## src/design/spfs_defines.svh

```systemverilog
// Timing counts, vectors and reset values of the stop-mode power-fail sequencer.
// Assumes a 10 MHz system clock; all counts derive from it.
`ifndef SPFS_DEFINES_SVH
`define SPFS_DEFINES_SVH

// System clock period
`define SPFS_CLK_PERIOD_NS 100
// Nanopower ring oscillator period (8 kHz), one wake-up timer step of 125 us
`define SPFS_RING_PERIOD_NS 125000
`define SPFS_RING_DIV_CYC ((`SPFS_RING_PERIOD_NS) / (`SPFS_CLK_PERIOD_NS))
// Least time a warning-level supply must persist before it is flagged
`define SPFS_PFW_HOLD_NS 10000
`define SPFS_PFW_HOLD_CYC (((`SPFS_PFW_HOLD_NS) + (`SPFS_CLK_PERIOD_NS) - 1) / (`SPFS_CLK_PERIOD_NS))
// Crystal warmup time
`define SPFS_XTAL_WARMUP_NS 1000000
`define SPFS_XTAL_WARMUP_CYC (((`SPFS_XTAL_WARMUP_NS) + (`SPFS_CLK_PERIOD_NS) - 1) / (`SPFS_CLK_PERIOD_NS))
// Longest CPU release after a pin or watchdog reset goes away
`define SPFS_EXT_REL_MAX_CYC 20
// Restart vectors
`define SPFS_ROM_VEC 16'h8000
`define SPFS_APP_VEC 16'h0000
// Reset value of the stop-monitor disable bit
`define SPFS_MON_DIS_RST 1'h1
// Periodic monitor interval is 2^(base + select) ring clocks
`define SPFS_MON_EXP_BASE 4'ha
`define SPFS_MON_CONT 2'h0
// Wake-up timer interval width
`define SPFS_WT_W 16

`endif

```

## src/design/spfs_pkg.sv

```systemverilog
// Types shared by the stop-mode power-fail sequencer modules.
// Assumes nothing beyond a SystemVerilog compiler.
package spfs_pkg;

	// Sequencer states, one-hot
	typedef enum logic [6:0] {
		ST_POR = 7'h01,
		ST_WARMUP = 7'h02,
		ST_RUN = 7'h04,
		ST_EXT_RST = 7'h08,
		ST_STOP = 7'h10,
		ST_STOP_WARM = 7'h20,
		ST_PF_RESET = 7'h40
	} spfs_state_t;

	// Wake vector reported on stop exit
	typedef enum logic [1:0] {
		VEC_NONE = 2'h0,
		VEC_IO = 2'h1,
		VEC_PF = 2'h2
	} spfs_wake_vec_t;

endpackage

```

## src/design/spfs_tick_if.sv

```systemverilog
// Ring tick and wake-up timer handshake between sequencer parts.
// Assumes all users sit on the same system clock.
`timescale 1ns/1ps
interface spfs_tick_if;
	logic tick;
	logic arm;
	logic run;
	logic expire;

	modport div (output tick);
	modport timer (input tick, input arm, input run, output expire);
	modport seq (input tick, input expire, output arm, output run);
endinterface

```

## src/design/spfs_ring_div.sv

```systemverilog
// Divider making the 8 kHz ring oscillator tick as a one-cycle enable.
// Assumes clk_i at 10 MHz and a synchronous active-high reset.
`timescale 1ns/1ps
`include "spfs_defines.svh"
module spfs_ring_div import spfs_pkg::*; #(
	parameter int DIV_CYC = `SPFS_RING_DIV_CYC
) (
	input wire logic clk_i,
	input wire logic reset_i,
	spfs_tick_if.div t
);
	localparam int DW = $clog2(DIV_CYC);

	typedef struct packed {
		logic [DW-1:0] cnt;
		logic tick;
	} spfs_div_t;

	spfs_div_t q;
	spfs_div_t n;

	// Free-running count, pulse at wrap
	always_comb begin
		n = q;
		n.tick = 1'h0;
		if (q.cnt == DW'(DIV_CYC - 1)) begin
			n.cnt = '0;
			n.tick = 1'h1;
		end else begin
			n.cnt = q.cnt + DW'(1);
		end
	end

	always_ff @(posedge clk_i) begin
		if (reset_i) begin
			q <= '0;
		end else begin
			q <= n;
		end
	end

	assign t.tick = q.tick;
endmodule

```

## src/design/spfs_sequencer.sv

```systemverilog
// Stop-mode and power-fail sequencer: top of the block.
// Assumes 10 MHz clk_i, comparator and pin inputs asynchronous,
// watchdog and software strobes synchronous to clk_i.
//
// Functional notes
// - Stop holds the CPU with state kept; I/O, warning, timer, power-fail end it.
// - Wake-up timer steps 125 us on the 8 kHz ring, expiry ends stop.
// - Software stop request enters stop mode.
// - Supply monitor on outside stop and periodic power-fail reset, whatever the disable bit.
// - Stop-monitor disable bit resets to one.
// - Disabled monitor in stop flags nothing and causes no reset.
// - After power-fail reset, sampling is continuous or every 2^11/12/13 ring clocks.
// - Periodic window three ring cycles, third above-threshold period releases reset.
// - Power-fail release waits crystal warmup, restarts at 8000h.
// - Pin or watchdog reset keeps monitor, regulator and crystal on.
// - CPU leaves pin or watchdog reset within fewer than 20 clocks.
// - Warning held for the hold time sets the flag; interrupt only if enabled.
// - A dip shorter than the hold time gives no indication.
// - Below reset threshold: CPU reset, regulator and crystal off, monitor continuous or periodic.
// - Below power-on threshold the device is held in reset.
// - Power-up above power-on threshold warms the crystal with CPU in reset.
// - Warning in stop with monitor enabled warms crystal then exits stop.
// - Warning in stop with monitor disabled leaves the device stopped.
// - Other wake with monitor disabled turns monitor on; warning sets flag.
// - Stop exit with both pending vectors to the higher priority.
`timescale 1ns/1ps
`include "spfs_defines.svh"
module spfs_sequencer import spfs_pkg::*; #(
	parameter int XTAL_WARMUP_CYCLES = `SPFS_XTAL_WARMUP_CYC,
	parameter int PFW_HOLD_CYCLES = `SPFS_PFW_HOLD_CYC,
	parameter bit PF_PRIORITY_HIGH = 1'h1
) (
	input wire logic clk_i,
	input wire logic reset_i,
	input wire logic vdd_above_por_i,
	input wire logic vdd_above_rst_i,
	input wire logic vdd_above_pfw_i,
	input wire logic io_irq_i,
	input wire logic reset_pin_n_i,
	input wire logic watchdog_rst_i,
	input wire logic stop_req_i,
	input wire logic stop_monitor_disable_we_i,
	input wire logic stop_monitor_disable_i,
	input wire logic [1:0] mon_interval_i,
	input wire logic pf_irq_en_i,
	input wire logic power_fail_flag_clr_i,
	input wire logic wake_en_i,
	input wire logic [`SPFS_WT_W-1:0] wake_interval_i,
	output logic cpu_reset_o,
	output logic cpu_stop_o,
	output logic regulator_en_o,
	output logic crystal_en_o,
	output logic monitor_on_o,
	output logic stop_monitor_disable_o,
	output logic power_fail_flag_o,
	output logic power_fail_irq_o,
	output logic [15:0] restart_vector_o,
	output logic stop_exit_o,
	output logic [1:0] wake_vector_o
);
	// ----------------------------------------
	// Constants and state
	// ----------------------------------------
	localparam int WW = $clog2(XTAL_WARMUP_CYCLES + 1);
	localparam int HW = $clog2(PFW_HOLD_CYCLES + 1);

	typedef struct packed {
		logic [4:0] sync1;
		logic [4:0] sync2;
		spfs_state_t st;
		logic mon_dis;
		logic [13:0] mon_cnt;
		logic [1:0] win;
		logic per_on;
		logic [HW-1:0] hold_cnt;
		logic [WW-1:0] warm_cnt;
		logic rom_boot;
		logic wake_pf;
		logic wake_io;
		logic flag;
		logic irq;
		logic arm;
		logic stop_exit;
		logic [15:0] vec;
		spfs_wake_vec_t vsel;
		logic cpu_rst;
		logic cpu_stop;
		logic reg_en;
		logic xtal_en;
		logic mon_on;
	} spfs_seq_t;

	spfs_seq_t q;
	spfs_seq_t n;
	spfs_tick_if t();

	logic por_ok;
	logic rst_ok;
	logic pfw_ok;
	logic io_wake;
	logic pin_n;
	logic ext_rst;
	logic filt;
	logic warn;
	logic hit;
	logic [13:0] period;

	// ----------------------------------------
	// Ring divider and wake-up timer
	// ----------------------------------------
	spfs_ring_div u_div (
		.clk_i(clk_i),
		.reset_i(reset_i),
		.t(t.div)
	);

	spfs_wake_timer u_wt (
		.clk_i(clk_i),
		.reset_i(reset_i),
		.wake_en_i(wake_en_i),
		.wake_interval_i(wake_interval_i),
		.t(t.timer)
	);

	assign t.arm = q.arm;
	assign t.run = (q.st == ST_STOP);

	// Synchronised comparator and pin levels
	assign por_ok = q.sync2[4];
	assign rst_ok = q.sync2[3];
	assign pfw_ok = q.sync2[2];
	assign io_wake = q.sync2[1];
	assign pin_n = q.sync2[0];
	assign ext_rst = !pin_n || watchdog_rst_i;

	// Warning filter runs only where the monitor is live
	assign filt = (q.st == ST_RUN) || (q.st == ST_STOP_WARM)
		|| ((q.st == ST_STOP) && !q.mon_dis);
	assign warn = filt && rst_ok && !pfw_ok;
	assign hit = warn && (q.hold_cnt == HW'(PFW_HOLD_CYCLES - 1));
	assign period = 14'h1 << (`SPFS_MON_EXP_BASE + {2'h0, mon_interval_i});

	// ----------------------------------------
	// Next-state logic
	// ----------------------------------------
	always_comb begin
		n = q;
		n.sync1 = {vdd_above_por_i, vdd_above_rst_i, vdd_above_pfw_i, io_irq_i, reset_pin_n_i};
		n.sync2 = q.sync1;
		n.arm = 1'h0;
		n.stop_exit = 1'h0;

		// Software access to the disable bit
		if (stop_monitor_disable_we_i) begin
			n.mon_dis = stop_monitor_disable_i;
		end

		// Warning hold counter, restarts on any break
		if (!warn) begin
			n.hold_cnt = '0;
		end else if (q.hold_cnt != HW'(PFW_HOLD_CYCLES)) begin
			n.hold_cnt = q.hold_cnt + HW'(1);
		end

		// Flag: a new hit beats a clear
		n.flag = (q.flag && !power_fail_flag_clr_i) || hit;

		unique case (q.st)
			ST_POR: begin
				if (por_ok) begin
					n.st = ST_WARMUP;
					n.warm_cnt = '0;
					n.rom_boot = 1'h0;
				end
			end
			ST_WARMUP: begin
				if (!rst_ok) begin
					n.st = ST_PF_RESET;
					n.per_on = (mon_interval_i == `SPFS_MON_CONT);
					n.mon_cnt = '0;
					n.win = '0;
				end else if (q.warm_cnt == WW'(XTAL_WARMUP_CYCLES - 1)) begin
					n.st = ST_RUN;
					n.vec = q.rom_boot ? `SPFS_ROM_VEC : `SPFS_APP_VEC;
				end else begin
					n.warm_cnt = q.warm_cnt + WW'(1);
				end
			end
			ST_RUN: begin
				if (!rst_ok) begin
					n.st = ST_PF_RESET;
					n.per_on = (mon_interval_i == `SPFS_MON_CONT);
					n.mon_cnt = '0;
					n.win = '0;
				end else if (ext_rst) begin
					n.st = ST_EXT_RST;
				end else if (stop_req_i) begin
					n.st = ST_STOP;
					n.arm = 1'h1;
					n.wake_pf = 1'h0;
					n.wake_io = 1'h0;
				end
			end
			ST_EXT_RST: begin
				if (!rst_ok) begin
					n.st = ST_PF_RESET;
					n.per_on = (mon_interval_i == `SPFS_MON_CONT);
					n.mon_cnt = '0;
					n.win = '0;
				end else if (!ext_rst) begin
					n.st = ST_RUN;
					n.vec = `SPFS_APP_VEC;
				end
			end
			ST_STOP: begin
				if (!q.mon_dis && !rst_ok) begin
					n.st = ST_PF_RESET;
					n.per_on = (mon_interval_i == `SPFS_MON_CONT);
					n.mon_cnt = '0;
					n.win = '0;
				end else if (ext_rst) begin
					n.st = ST_EXT_RST;
				end else if (hit || io_wake || t.expire) begin
					n.st = ST_STOP_WARM;
					n.warm_cnt = '0;
					n.wake_pf = hit;
					n.wake_io = io_wake || t.expire;
				end
			end
			ST_STOP_WARM: begin
				if (!rst_ok) begin
					n.st = ST_PF_RESET;
					n.per_on = (mon_interval_i == `SPFS_MON_CONT);
					n.mon_cnt = '0;
					n.win = '0;
				end else if (q.warm_cnt == WW'(XTAL_WARMUP_CYCLES - 1)) begin
					n.st = ST_RUN;
					n.stop_exit = 1'h1;
					// Higher priority source wins the vector
					if ((q.wake_pf || hit) && (PF_PRIORITY_HIGH || !q.wake_io)) begin
						n.vsel = VEC_PF;
					end else begin
						n.vsel = VEC_IO;
					end
				end else begin
					n.warm_cnt = q.warm_cnt + WW'(1);
					n.wake_pf = q.wake_pf || hit;
				end
			end
			ST_PF_RESET: begin
				if (q.per_on) begin
					if (!rst_ok) begin
						// Window failed, restart; periodic mode sleeps until next period
						n.win = '0;
						n.mon_cnt = '0;
						n.per_on = (mon_interval_i == `SPFS_MON_CONT);
					end else if (t.tick) begin
						if (q.win == 2'h2) begin
							n.st = ST_WARMUP;
							n.warm_cnt = '0;
							n.rom_boot = 1'h1;
						end else begin
							n.win = q.win + 2'h1;
						end
					end
				end else if (t.tick) begin
					if (q.mon_cnt == period - 14'h1) begin
						n.per_on = 1'h1;
						n.mon_cnt = '0;
					end else begin
						n.mon_cnt = q.mon_cnt + 14'h1;
					end
				end
			end
		endcase

		// Below power-on threshold overrides everything
		if (!por_ok) begin
			n.st = ST_POR;
			n.per_on = 1'h0;
		end

		// Outputs follow the next state
		n.irq = n.flag && pf_irq_en_i;
		n.cpu_rst = (n.st == ST_POR) || (n.st == ST_WARMUP)
			|| (n.st == ST_EXT_RST) || (n.st == ST_PF_RESET);
		n.cpu_stop = (n.st == ST_STOP) || (n.st == ST_STOP_WARM);
		n.reg_en = (n.st == ST_WARMUP) || (n.st == ST_RUN)
			|| (n.st == ST_EXT_RST) || (n.st == ST_STOP_WARM);
		n.xtal_en = n.reg_en;
		n.mon_on = (n.st == ST_STOP) ? !n.mon_dis
			: (n.st == ST_PF_RESET) ? n.per_on : 1'h1;
	end

	// ----------------------------------------
	// State register
	// ----------------------------------------
	always_ff @(posedge clk_i) begin
		if (reset_i) begin
			q <= '0;
			q.st <= ST_POR;
			q.mon_dis <= `SPFS_MON_DIS_RST;
			q.cpu_rst <= 1'h1;
			q.mon_on <= 1'h1;
			q.vec <= `SPFS_APP_VEC;
			q.vsel <= VEC_NONE;
		end else begin
			q <= n;
		end
	end

	assign cpu_reset_o = q.cpu_rst;
	assign cpu_stop_o = q.cpu_stop;
	assign regulator_en_o = q.reg_en;
	assign crystal_en_o = q.xtal_en;
	assign monitor_on_o = q.mon_on;
	assign stop_monitor_disable_o = q.mon_dis;
	assign power_fail_flag_o = q.flag;
	assign power_fail_irq_o = q.irq;
	assign restart_vector_o = q.vec;
	assign stop_exit_o = q.stop_exit;
	assign wake_vector_o = q.vsel;
endmodule

```

## src/design/spfs_wake_timer.sv

```systemverilog
// Wake-up timer counting ring ticks while the sequencer is stopped.
// Assumes arm pulses on stop entry and run stays high through stop.
`timescale 1ns/1ps
`include "spfs_defines.svh"
module spfs_wake_timer import spfs_pkg::*; (
	input wire logic clk_i,
	input wire logic reset_i,
	input wire logic wake_en_i,
	input wire logic [`SPFS_WT_W-1:0] wake_interval_i,
	spfs_tick_if.timer t
);
	typedef struct packed {
		logic [`SPFS_WT_W-1:0] cnt;
		logic expire;
	} spfs_wt_t;

	spfs_wt_t q;
	spfs_wt_t n;

	// Count 125 us steps, zero interval never expires
	always_comb begin
		n = q;
		n.expire = 1'h0;
		if (!t.run || t.arm) begin
			n.cnt = '0;
		end else if (t.tick && wake_en_i && wake_interval_i != '0) begin
			if (q.cnt == wake_interval_i - `SPFS_WT_W'(1)) begin
				n.cnt = '0;
				n.expire = 1'h1;
			end else begin
				n.cnt = q.cnt + `SPFS_WT_W'(1);
			end
		end
	end

	always_ff @(posedge clk_i) begin
		if (reset_i) begin
			q <= '0;
		end else begin
			q <= n;
		end
	end

	assign t.expire = q.expire;
endmodule

```

## config.mk

```make
export PLATFORM = sky130hd
export DESIGN_NAME = spfs_sequencer
export DESIGN_NICKNAME = d
export VERILOG_FILES = /design/src/design/spfs_pkg.sv /design/src/design/spfs_tick_if.sv /design/src/design/spfs_ring_div.sv /design/src/design/spfs_sequencer.sv /design/src/design/spfs_wake_timer.sv
export VERILOG_INCLUDE_DIRS = /design/src /design/src/design
export SDC_FILE = /design/constraint.sdc
export NUM_CORES = 1
export LEC_CHECK = 0
export ABC_AREA = 1
export BUFFER_PORTS_ARGS = -buffer_cell sky130_fd_sc_hd__buf_2
export CORE_MARGIN = 5
export CORE_UTILIZATION = 27
export CTS_BUF_LIST = sky130_fd_sc_hd__clkbuf_4 sky130_fd_sc_hd__clkbuf_8
export DETAILED_ROUTE_END_ITERATION = 8
export PLACE_DENSITY = 0.42
export SKIP_CTS_REPAIR_TIMING = 1
export SLEW_MARGIN = 20
export SYNTH_ARGS = -nofsm -noshare
export SYNTH_HDL_FRONTEND = slang
export SYNTH_SLANG_ARGS = --single-unit
```

## constraint.sdc

```tcl
create_clock -name clk_i -period 4 [get_ports clk_i]
set_clock_uncertainty 0.2 [all_clocks]
set_input_delay 0.2 -clock clk_i [delete_from_list [all_inputs] [get_ports clk_i]]
set_output_delay 0.2 -clock clk_i [all_outputs]
set_load 0.005 [all_outputs]
```

# After elaboration in Yosys (flattened, before gate mapping)
# Cells that the tools add are included.
# totals
ff_bits,113
input_bits,32
rom_bits,0
ramBits,0
n_memories,0
elab_cells,208
out_inout_bits,27
latch_bits,0
# classes
n_addsub,9
shifts,1
n_lt_le_gt_ge,0
reduce_logical,54
n_eq_ne,46
div,0
muxes,68
mul,0
n_bitwise,5
# op_table
operator,count
14-bit two-way mux,9
7-bit two-way mux,15
16-bit two-way mux,6
15-bit two-way mux,5
14-bit case mux with 4 select lines,1
17-bit case mux with 3 select lines,1
7-bit case mux with 6 select lines,1
"2-bit != test, second input constant",19
17-bit two-way mux,2
16-bit case mux with 2 select lines,1
"14-bit by 1-bit adder with 14-bit output, second input constant",2
2-bit two-way mux,11
"7-bit equality test, second input constant",3
"16-bit by 1-bit adder with 16-bit output, second input constant",1
16-bit equality test,1
1-bit logical OR,16
16-bit nonzero test,1
"16-bit by 1-bit subtractor with 16-bit output, second input constant",1
14-bit equality test,1
"14-bit equality test, second input constant",1
"7-bit by 1-bit equality test with 1-bit output, second input constant",2
"7-bit by 2-bit equality test with 1-bit output, second input constant",2
"7-bit by 3-bit equality test with 1-bit output, second input constant",2
"7-bit by 4-bit equality test with 1-bit output, second input constant",2
other kinds (32),77

# Longest topological paths before layout
# Gate-level depths: netlist (run 1).
# depth
depth_word,17
depth_mapped,15

# Cells and area by module
# From an unflattened synthesis (run 1), not the netlist that was laid out.
# hier_totals
cells_unflattened,934
hier_area_um2,6258.5
# modules_own_cells
mod,instances,cells_per_inst,area_each_um2
spfs_sequencer,1,598,4070.2
spfs_wake_timer,1,254,1582.8
spfs_ring_div,1,82,605.6

# Worst setup path after synthesis (run 1)
# Ideal clock, no wire load.
# synth_path
path_kind,register -> register
start,register q[30] in the netlist's numbering
end,register q[42] in the netlist's numbering
setup_slack_ns,2.032
stages_incl_launch_ff,13
arrival_time_ns,1.636
setup_time_ns,0.132
cell_sequence,dfxtp_1 > ha_1 > nand2_1 > inv_1 > nand2_1 > inv_1 > nand4_1 > nand3_2 > a21oi_4 > nand2_4 > buf_6 > nand2_1 > a21oi_1
# synth_between
elab_chain_cells,4
elab_cells_between_ends,7
classes_between,add/sub (1); eq/ne (2); mux (3); reduce/logical (1)
# synth_rtl
item,line,rtl
from (decl),spfs_sequencer.sv:93,spfs_seq_t q;
from (signal assigned),spfs_sequencer.sv:308,q <= n;
14-bit by 1-bit adder with 14-bit output,"spfs_sequencer.sv:186, spfs_sequencer.sv:246",
14-bit two-way mux,"spfs_sequencer.sv:182, spfs_sequencer.sv:236",
14-bit two-way mux,spfs_sequencer.sv:177,if (!rst_ok) begin
14-bit case mux with 4 select lines,spfs_sequencer.sv:168,unique case (q.st)
# Parallel ways exist; a longest one is shown, timed or not. The select of a mux whose other input is x is not followed.
# A chain may end at the register's enable or synchronous reset.

# Final worst setup path (run 1)
# layout_path
start,register q[79] in the netlist's numbering
end,register q[31] in the netlist's numbering
# layout_between
elab_chain_cells,7
elab_cells_between_ends,12
classes_between,eq/ne (4); reduce/logical (8)
# layout_rtl
item,line,rtl
1-bit logical AND (2 in series),spfs_sequencer.sv:139,assign warn = filt && rst_ok && !pfw_ok;
1-bit logical AND,spfs_sequencer.sv:140,assign hit = warn && (q.hold_cnt == HW'(PFW_HOLD_CYCLES - 1));
1-bit logical OR (2 in series),spfs_sequencer.sv:223,end else if (hit || io_wake || t.expire) begin
2-bit != test (no source line),-,
11-bit AND reduction (no source line) (*),-,
# Mark *: on every way between the ends. The rest lies on a longest branch, timed or not.

==> flow_summary.yaml, run 1 <==
grt:
  grt_pass1_wl_mm: 24.7
  antenna_found_initial: 0
  grtUsageTotal_pct: 12.1
  grt_pass1_vias: 5022
  grt_overflow: 0
  grt_max_degree: 34
floorplan:
  num_rows: 54
  core_mm2: 0.0217
  io_pins: 59
  dieHeight_um: 158
  die_area_mm2: 0.0250
  die_w_um: 158
  initial_core_util_pct: 27.3
power_and_ir_drop:
  vdd_drop_max_v: 0.000127
  powerDensity_mw_per_mm2: 277
  share_seq_of_total_power_pct: 54.3
  p_switching_mw: 0.449
  p_leak_nw: 2.59
  p_sw_share_pct: 24.5
  p_int_mw: 1.38
  combPwrFrac_pct: 6.9
  clkPwrFrac_pct: 38.8
cts:
  cts_tree: "done"
  numClockSinks: 98
  htree_levels: 3
  clk_path_buf_depth: 2
  clk_pin_slew_ns: 0.09
  clk_latency_ns: 0.37
  cts_made_buffers: 9
  clockRootBuffer: "clkbuf_8"
flow_run:
  max-cap-violations: 0
timing:
  setup_tns_ns: 0
  hold_slack_ns: 0.0456
  timing.fmax_mhz: 369
  setup_viol: 0
  finalHoldViolations: 0
  rsz0062_at_grt: "false"
  maxSlewHeadroom_pct: 55.3
  min_period_over_period_pct: 67.7
  tightest_slew_ns: 0.665
  fin_crit_ns: 2.71
  maxSlewViolCount: 0
worst_setup_path:
  critPathKind: "flop to flop"
  required_ns: 4.07
  worst_setup_path_start_kind: "flop"
  crit_arrival_ns: 2.77
  endpoint_kind: "flop"
  critical_path.max_fanout: 18
routing:
  vias_per_cell: 4.46
  ant_nets: 0
  drt_iter0_drc: 329
  drc_errors: 0
  finalWirelength_mm: 14.9
  drt_pass1_iterations: 5
  wl_per_cell_um: 12.4
  vias: 5357
finish:
  syn_to_final_growth_pct: 12.0
  layout-drive-gt1-share_pct: 11.6
  final_common_cell: "nand2_1"
  num_antenna_cells: 0
  postLayoutCellArea_mm2: 0.00663
  layout_common_cells: "161 x nand2_1, 129 x nor2_1, 99 x inv_1"
  final_nets: 960
  num-fill-cells: 2413
placement:
  gp_congestion: 0.840
  dpl.hpwl_mm: 11.4
  place_area_mm2: 0.00630
  io_buffers: 43
yosys:
  yosys_most_used_dff: "dfxtp_1"
  synth_edf_count: 0
  yosys.cell_types.count: 46
  ys_seq_area_share_pct: 33.2
  async_flop_share_pct: 0
  syn_inst: 874
  synth-seq-cells: 98
  yosys_warnings: 0
  syn_area_mm2: 0.00592
  postSynthAreaPerCell_um2: 6.77
worst_hold_path:
  hp-class: "input pin to flop"
run_status:
  status: "finished clean"
-- routing by layer --
| metal | share of wire [%] | GRT usage, % |
|---|---|---|
| met2 | 42 | 18.2 |
| met1 | 53 | 17.6 |
| met5 | 0 | 0 |
| met4 | 1.6 | 4.39 |
| met3 | 3.8 | 1.80 |
-- cell families after synthesis --
family / after synthesis / share of synthesized area [%]
compound gates: 94 / 8.96
buf+inv: 147 / 11.2
fa+ha+maj: 10 / 2.11
simple gates: 479 / 37.6
other cells: 1 / 0.0634
flops: 98 / 33.2
mux: 1 / 0.169
xor+xnor: 44 / 6.74
-- state kept, by name, indices dropped and copies added (netlist names) --
register	flops
q	48
u_wt.q	16
u_div.q	11
n	5
wake_vector_o	2
cpu_reset_o	1
cpu_stop_o	1
crystal_en_o	1
io_wake	1
monitor_on_o	1
pfw_ok	1
pin_n	1
por_ok	1
power_fail_flag_o	1
power_fail_irq_o	1
restart_vector_o	1
stop_exit_o	1
stop_monitor_disable_o	1
t.arm	1
u_div.t.tick	1
u_wt.t.expire	1
-- worst max-delay path, stage by stage, from the launching register on --
cell,delay [ns]
dfxtp_1,0.75
inv_1,0.36
nor2_1,0.24
nand3_2,0.17
nand2_1,0.14
inv_2,0.06
nand2_4,0.18
nand2_4,0.17
o21ai_2,0.25
nor2_1,0.07
-- area by class of cell --
cell class	count	area, um2	area share, %
repair buffers	56	340	5.14
inverters	110	413	6.23
multi-input cells	643	3350	50.5
clock inverters	6	91.3	1.38
clock buffers	9	124	1.87
well taps	280	350	5.29
flip-flops and latches	98	1960	29.6
-- cell usage after synthesis (all sizes together), types with 10 or more instances --
library cell,n,share of area [%]
a21oi,53,4.7
buf,27,3.6
clkbuf,10,0.63
dfxtp,98,33
ha,10,2.1
inv,110,7.0
nand2,170,11
nand3,80,7.3
nand4,25,2.9
nor2,138,9.4
nor3,36,3.2
o21ai,24,2.2
xnor2,10,1.5
xor2,33,4.9
-- worst paths after layout --
kind / cells past startpoint / slack (ns) / end / startpoint
worst max register to register: 9 / 1.29 / q[31] / q[79]
worst max-delay path: 9 / 1.29 / q[31] / q[79]
worst min-delay path: 6 / 0.05 / monitor_on_o / stop_monitor_disable_we_i
worst min register to register: 2 / 0.21 / pfw_ok / n[78]
-- power groups by stage --
stage	registers, mW	logic, mW	clock network, mW
finish	0.995	0.127	0.711
global route	0.997	0.147	0.787
CTS	0.995	0.121	0.749
detailed placement	1.02	0.121	0
global placement	1.02	0.121	0
floorplan	1.01	0.0925	0
-- stage by stage --
stage	total power, mW	std cells	setup slack [ns]	utilization [%]
2_1_floorplan	1.11	888	2.03	-
3_3_place_gp	1.14	1176	1.34	29.1
3_5_place_dp	1.14	1176	1.29	29.1
4_1_cts	1.87	1191	1.27	30.0
5_1_grt	1.93	1202	1.03	30.6
6_report	1.83	1202	1.29	30.6
Note: power is estimated with default switching activity, not from simulation.
==> inputs of run 2 (changes only) <==
- PLACE_DENSITY: 0.42 -> 0.43
- clock period: 4 -> 2.3 ns (I/O delays scaled with it)
==> flow_summary.yaml, run 2 (synthesis results as in run 1) <==
run_status:
  status: "finished with violations"
  violations: "hold timing"
routing:
  routed-wl-met2_mm: 6.44
  finalWirelength_mm: 15.4
  met1_length_mm: 8.13
  drt_pass1_iterations: 6
  vias: 5536
  wl_met3_um: 654
  drt_iter0_drc: 318
  drc_errors: 0
  top_layer: "met4"
  wl_per_cell_um: 12.4
  ant_nets: 0
  vias_per_cell: 4.46
finish:
  final_nets: 998
  layout_common_cells: "161 x nand2_1, 129 x nor2_1, 98 x inv_1"
  largest_registers: "q: 48 flops, u_wt.q: 16 flops, u_div.q: 11 flops"
  num-fill-cells: 2354
  num_antenna_cells: 0
  top_register: "q"
  final_common_cell: "nand2_1"
  syn_to_final_growth_pct: 17.9
  layout-drive-gt1-share_pct: 16.1
  largest_reg_flops: 48
  final_util_pct: 32.2
worst_hold_path:
  holdPathEnd: "t.arm"
  holdCritStartpoint: "watchdog_rst_i"
  hold-path-cell-count: 4
  hp-class: "input pin to flop"
floorplan:
  dieHeight_um: 158
  core_mm2: 0.0217
  die_area_mm2: 0.0250
  num_rows: 54
  die_w_um: 158
  io_pins: 59
  initial_core_util_pct: 27.3
cts:
  clk_pin_slew_ns: 0.10
  clockRootBuffer: "clkbuf_8"
  numClockSinks: 98
  clk_path_buf_depth: 2
  cts_tree: "done"
  htree_levels: 3
  cts_made_buffers: 9
  clk_latency_ns: 0.38
timing:
  min_period_over_period_pct: 92.8
  hold_slack_ns: -0.0373
  fin_crit_ns: 2.13
  timing.fmax_mhz: 468
  finalHoldViolations: 2
  maxSlewViolCount: 0
  setup_tns_ns: 0
  setup_viol: 0
worst_setup_path:
  required_ns: 2.37
  rr_endpoint: "crystal_en_o"
  worst_setup_path_start_kind: "flop"
  reg2reg_setup_slack_ns: 0.17
  r2r-start: "q[72]"
  endpoint_kind: "flop"
  crit_arrival_ns: 2.21
  critical_path.max_fanout: 6
  critPathKind: "flop to flop"
  reg2reg_depth: 13
power_and_ir_drop:
  total_power_mw: 3.16
  powerDensity_mw_per_mm2: 452
  vdd_drop_max_v: 0.000271
  p_leak_nw: 2.79
grt:
  grt_pass1_wl_mm: 25.8
  grt_overflow: 0
  grtUsageTotal_pct: 12.6
  grt_max_degree: 41
  antenna_found_initial: 0
  grt_pass1_vias: 5248
placement:
  gp_congestion: 0.849
  io_buffers: 43
  dpl.hpwl_mm: 11.8
flow_run:
  max-cap-violations: 0
-- run 2: cell count changes in the layout (fill, tap and decap cells not counted), sizes merged --
cell and change:
buf +38, clkbuf +2, clkinv +2, clkinvlp -2, bufinv -1
-- run 2: where the power goes --
part,switching [mW],internal (mW),leakage (nW)
clock network,0.649,0.536,0.101
registers,0.0127,1.71,0.794
logic,0.150,0.0944,1.90
-- run 2: through the flow --
stage | instances | cell area [um2] | worst slack (ns)
floorplan | 888 | 5970 | 0.332
global placement | 1212 | 6580 | 0.119
detailed placement | 1212 | 6580 | 0.121
CTS | 1228 | 6790 | 0.105
global route | 1241 | 6980 | -0.00522
finish | 1241 | 6980 | 0.165
-- run 2: how the worst max path moves through the flow --
| stage | start | to | depth (start not counted) | slack, ns |
|---|---|---|---|---|
| final | q[72] | crystal_en_o | 13 | 0.17 |
| after global routing | q[72] | crystal_en_o | 13 | -0.005 |
| after CTS | q[79] | q[31] | 8 | 0.10 |
| after detailed placement | q[79] | q[31] | 8 | 0.12 |
| after global placement | q[79] | q[31] | 8 | 0.12 |
| after floorplan | q[30] | q[42] | 12 | 0.33 |
-- run 2: cell type report --
| class | count | area, um2 | share of cell area [%] |
|---|---|---|---|
| Clock inverter | 5 | 63.8 | 0.915 |
| Sequential cell | 98 | 1970 | 28.2 |
| Multi-Input combinational cell | 643 | 3410 | 48.8 |
| Clock buffer | 11 | 139 | 1.99 |
| Timing Repair Buffer | 94 | 638 | 9.15 |
| Tap cell | 280 | 350 | 5.02 |
| Inverter | 110 | 413 | 5.92 |
-- run 2: layer usage --
layer	up-vias	global-route usage, %
met5	-	0
met4	0	4.35
met3	11	1.69
met2	102	19.2
met1	2455	18.3
li1	2968	-
-- run 2: critical path, stage by stage, from the launching register on --
cell and delay [ns]:
dfxtp_1 0.45, nor2_4 0.08, nand2_2 0.10, nor2_4 0.06, nor2_2 0.19, nand3_4 0.11, inv_2 0.08, nand3_2 0.14
nand2_1 0.10, inv_1 0.08, o211ai_1 0.16, nand3_1 0.14, nand2_1 0.08, inv_1 0.05
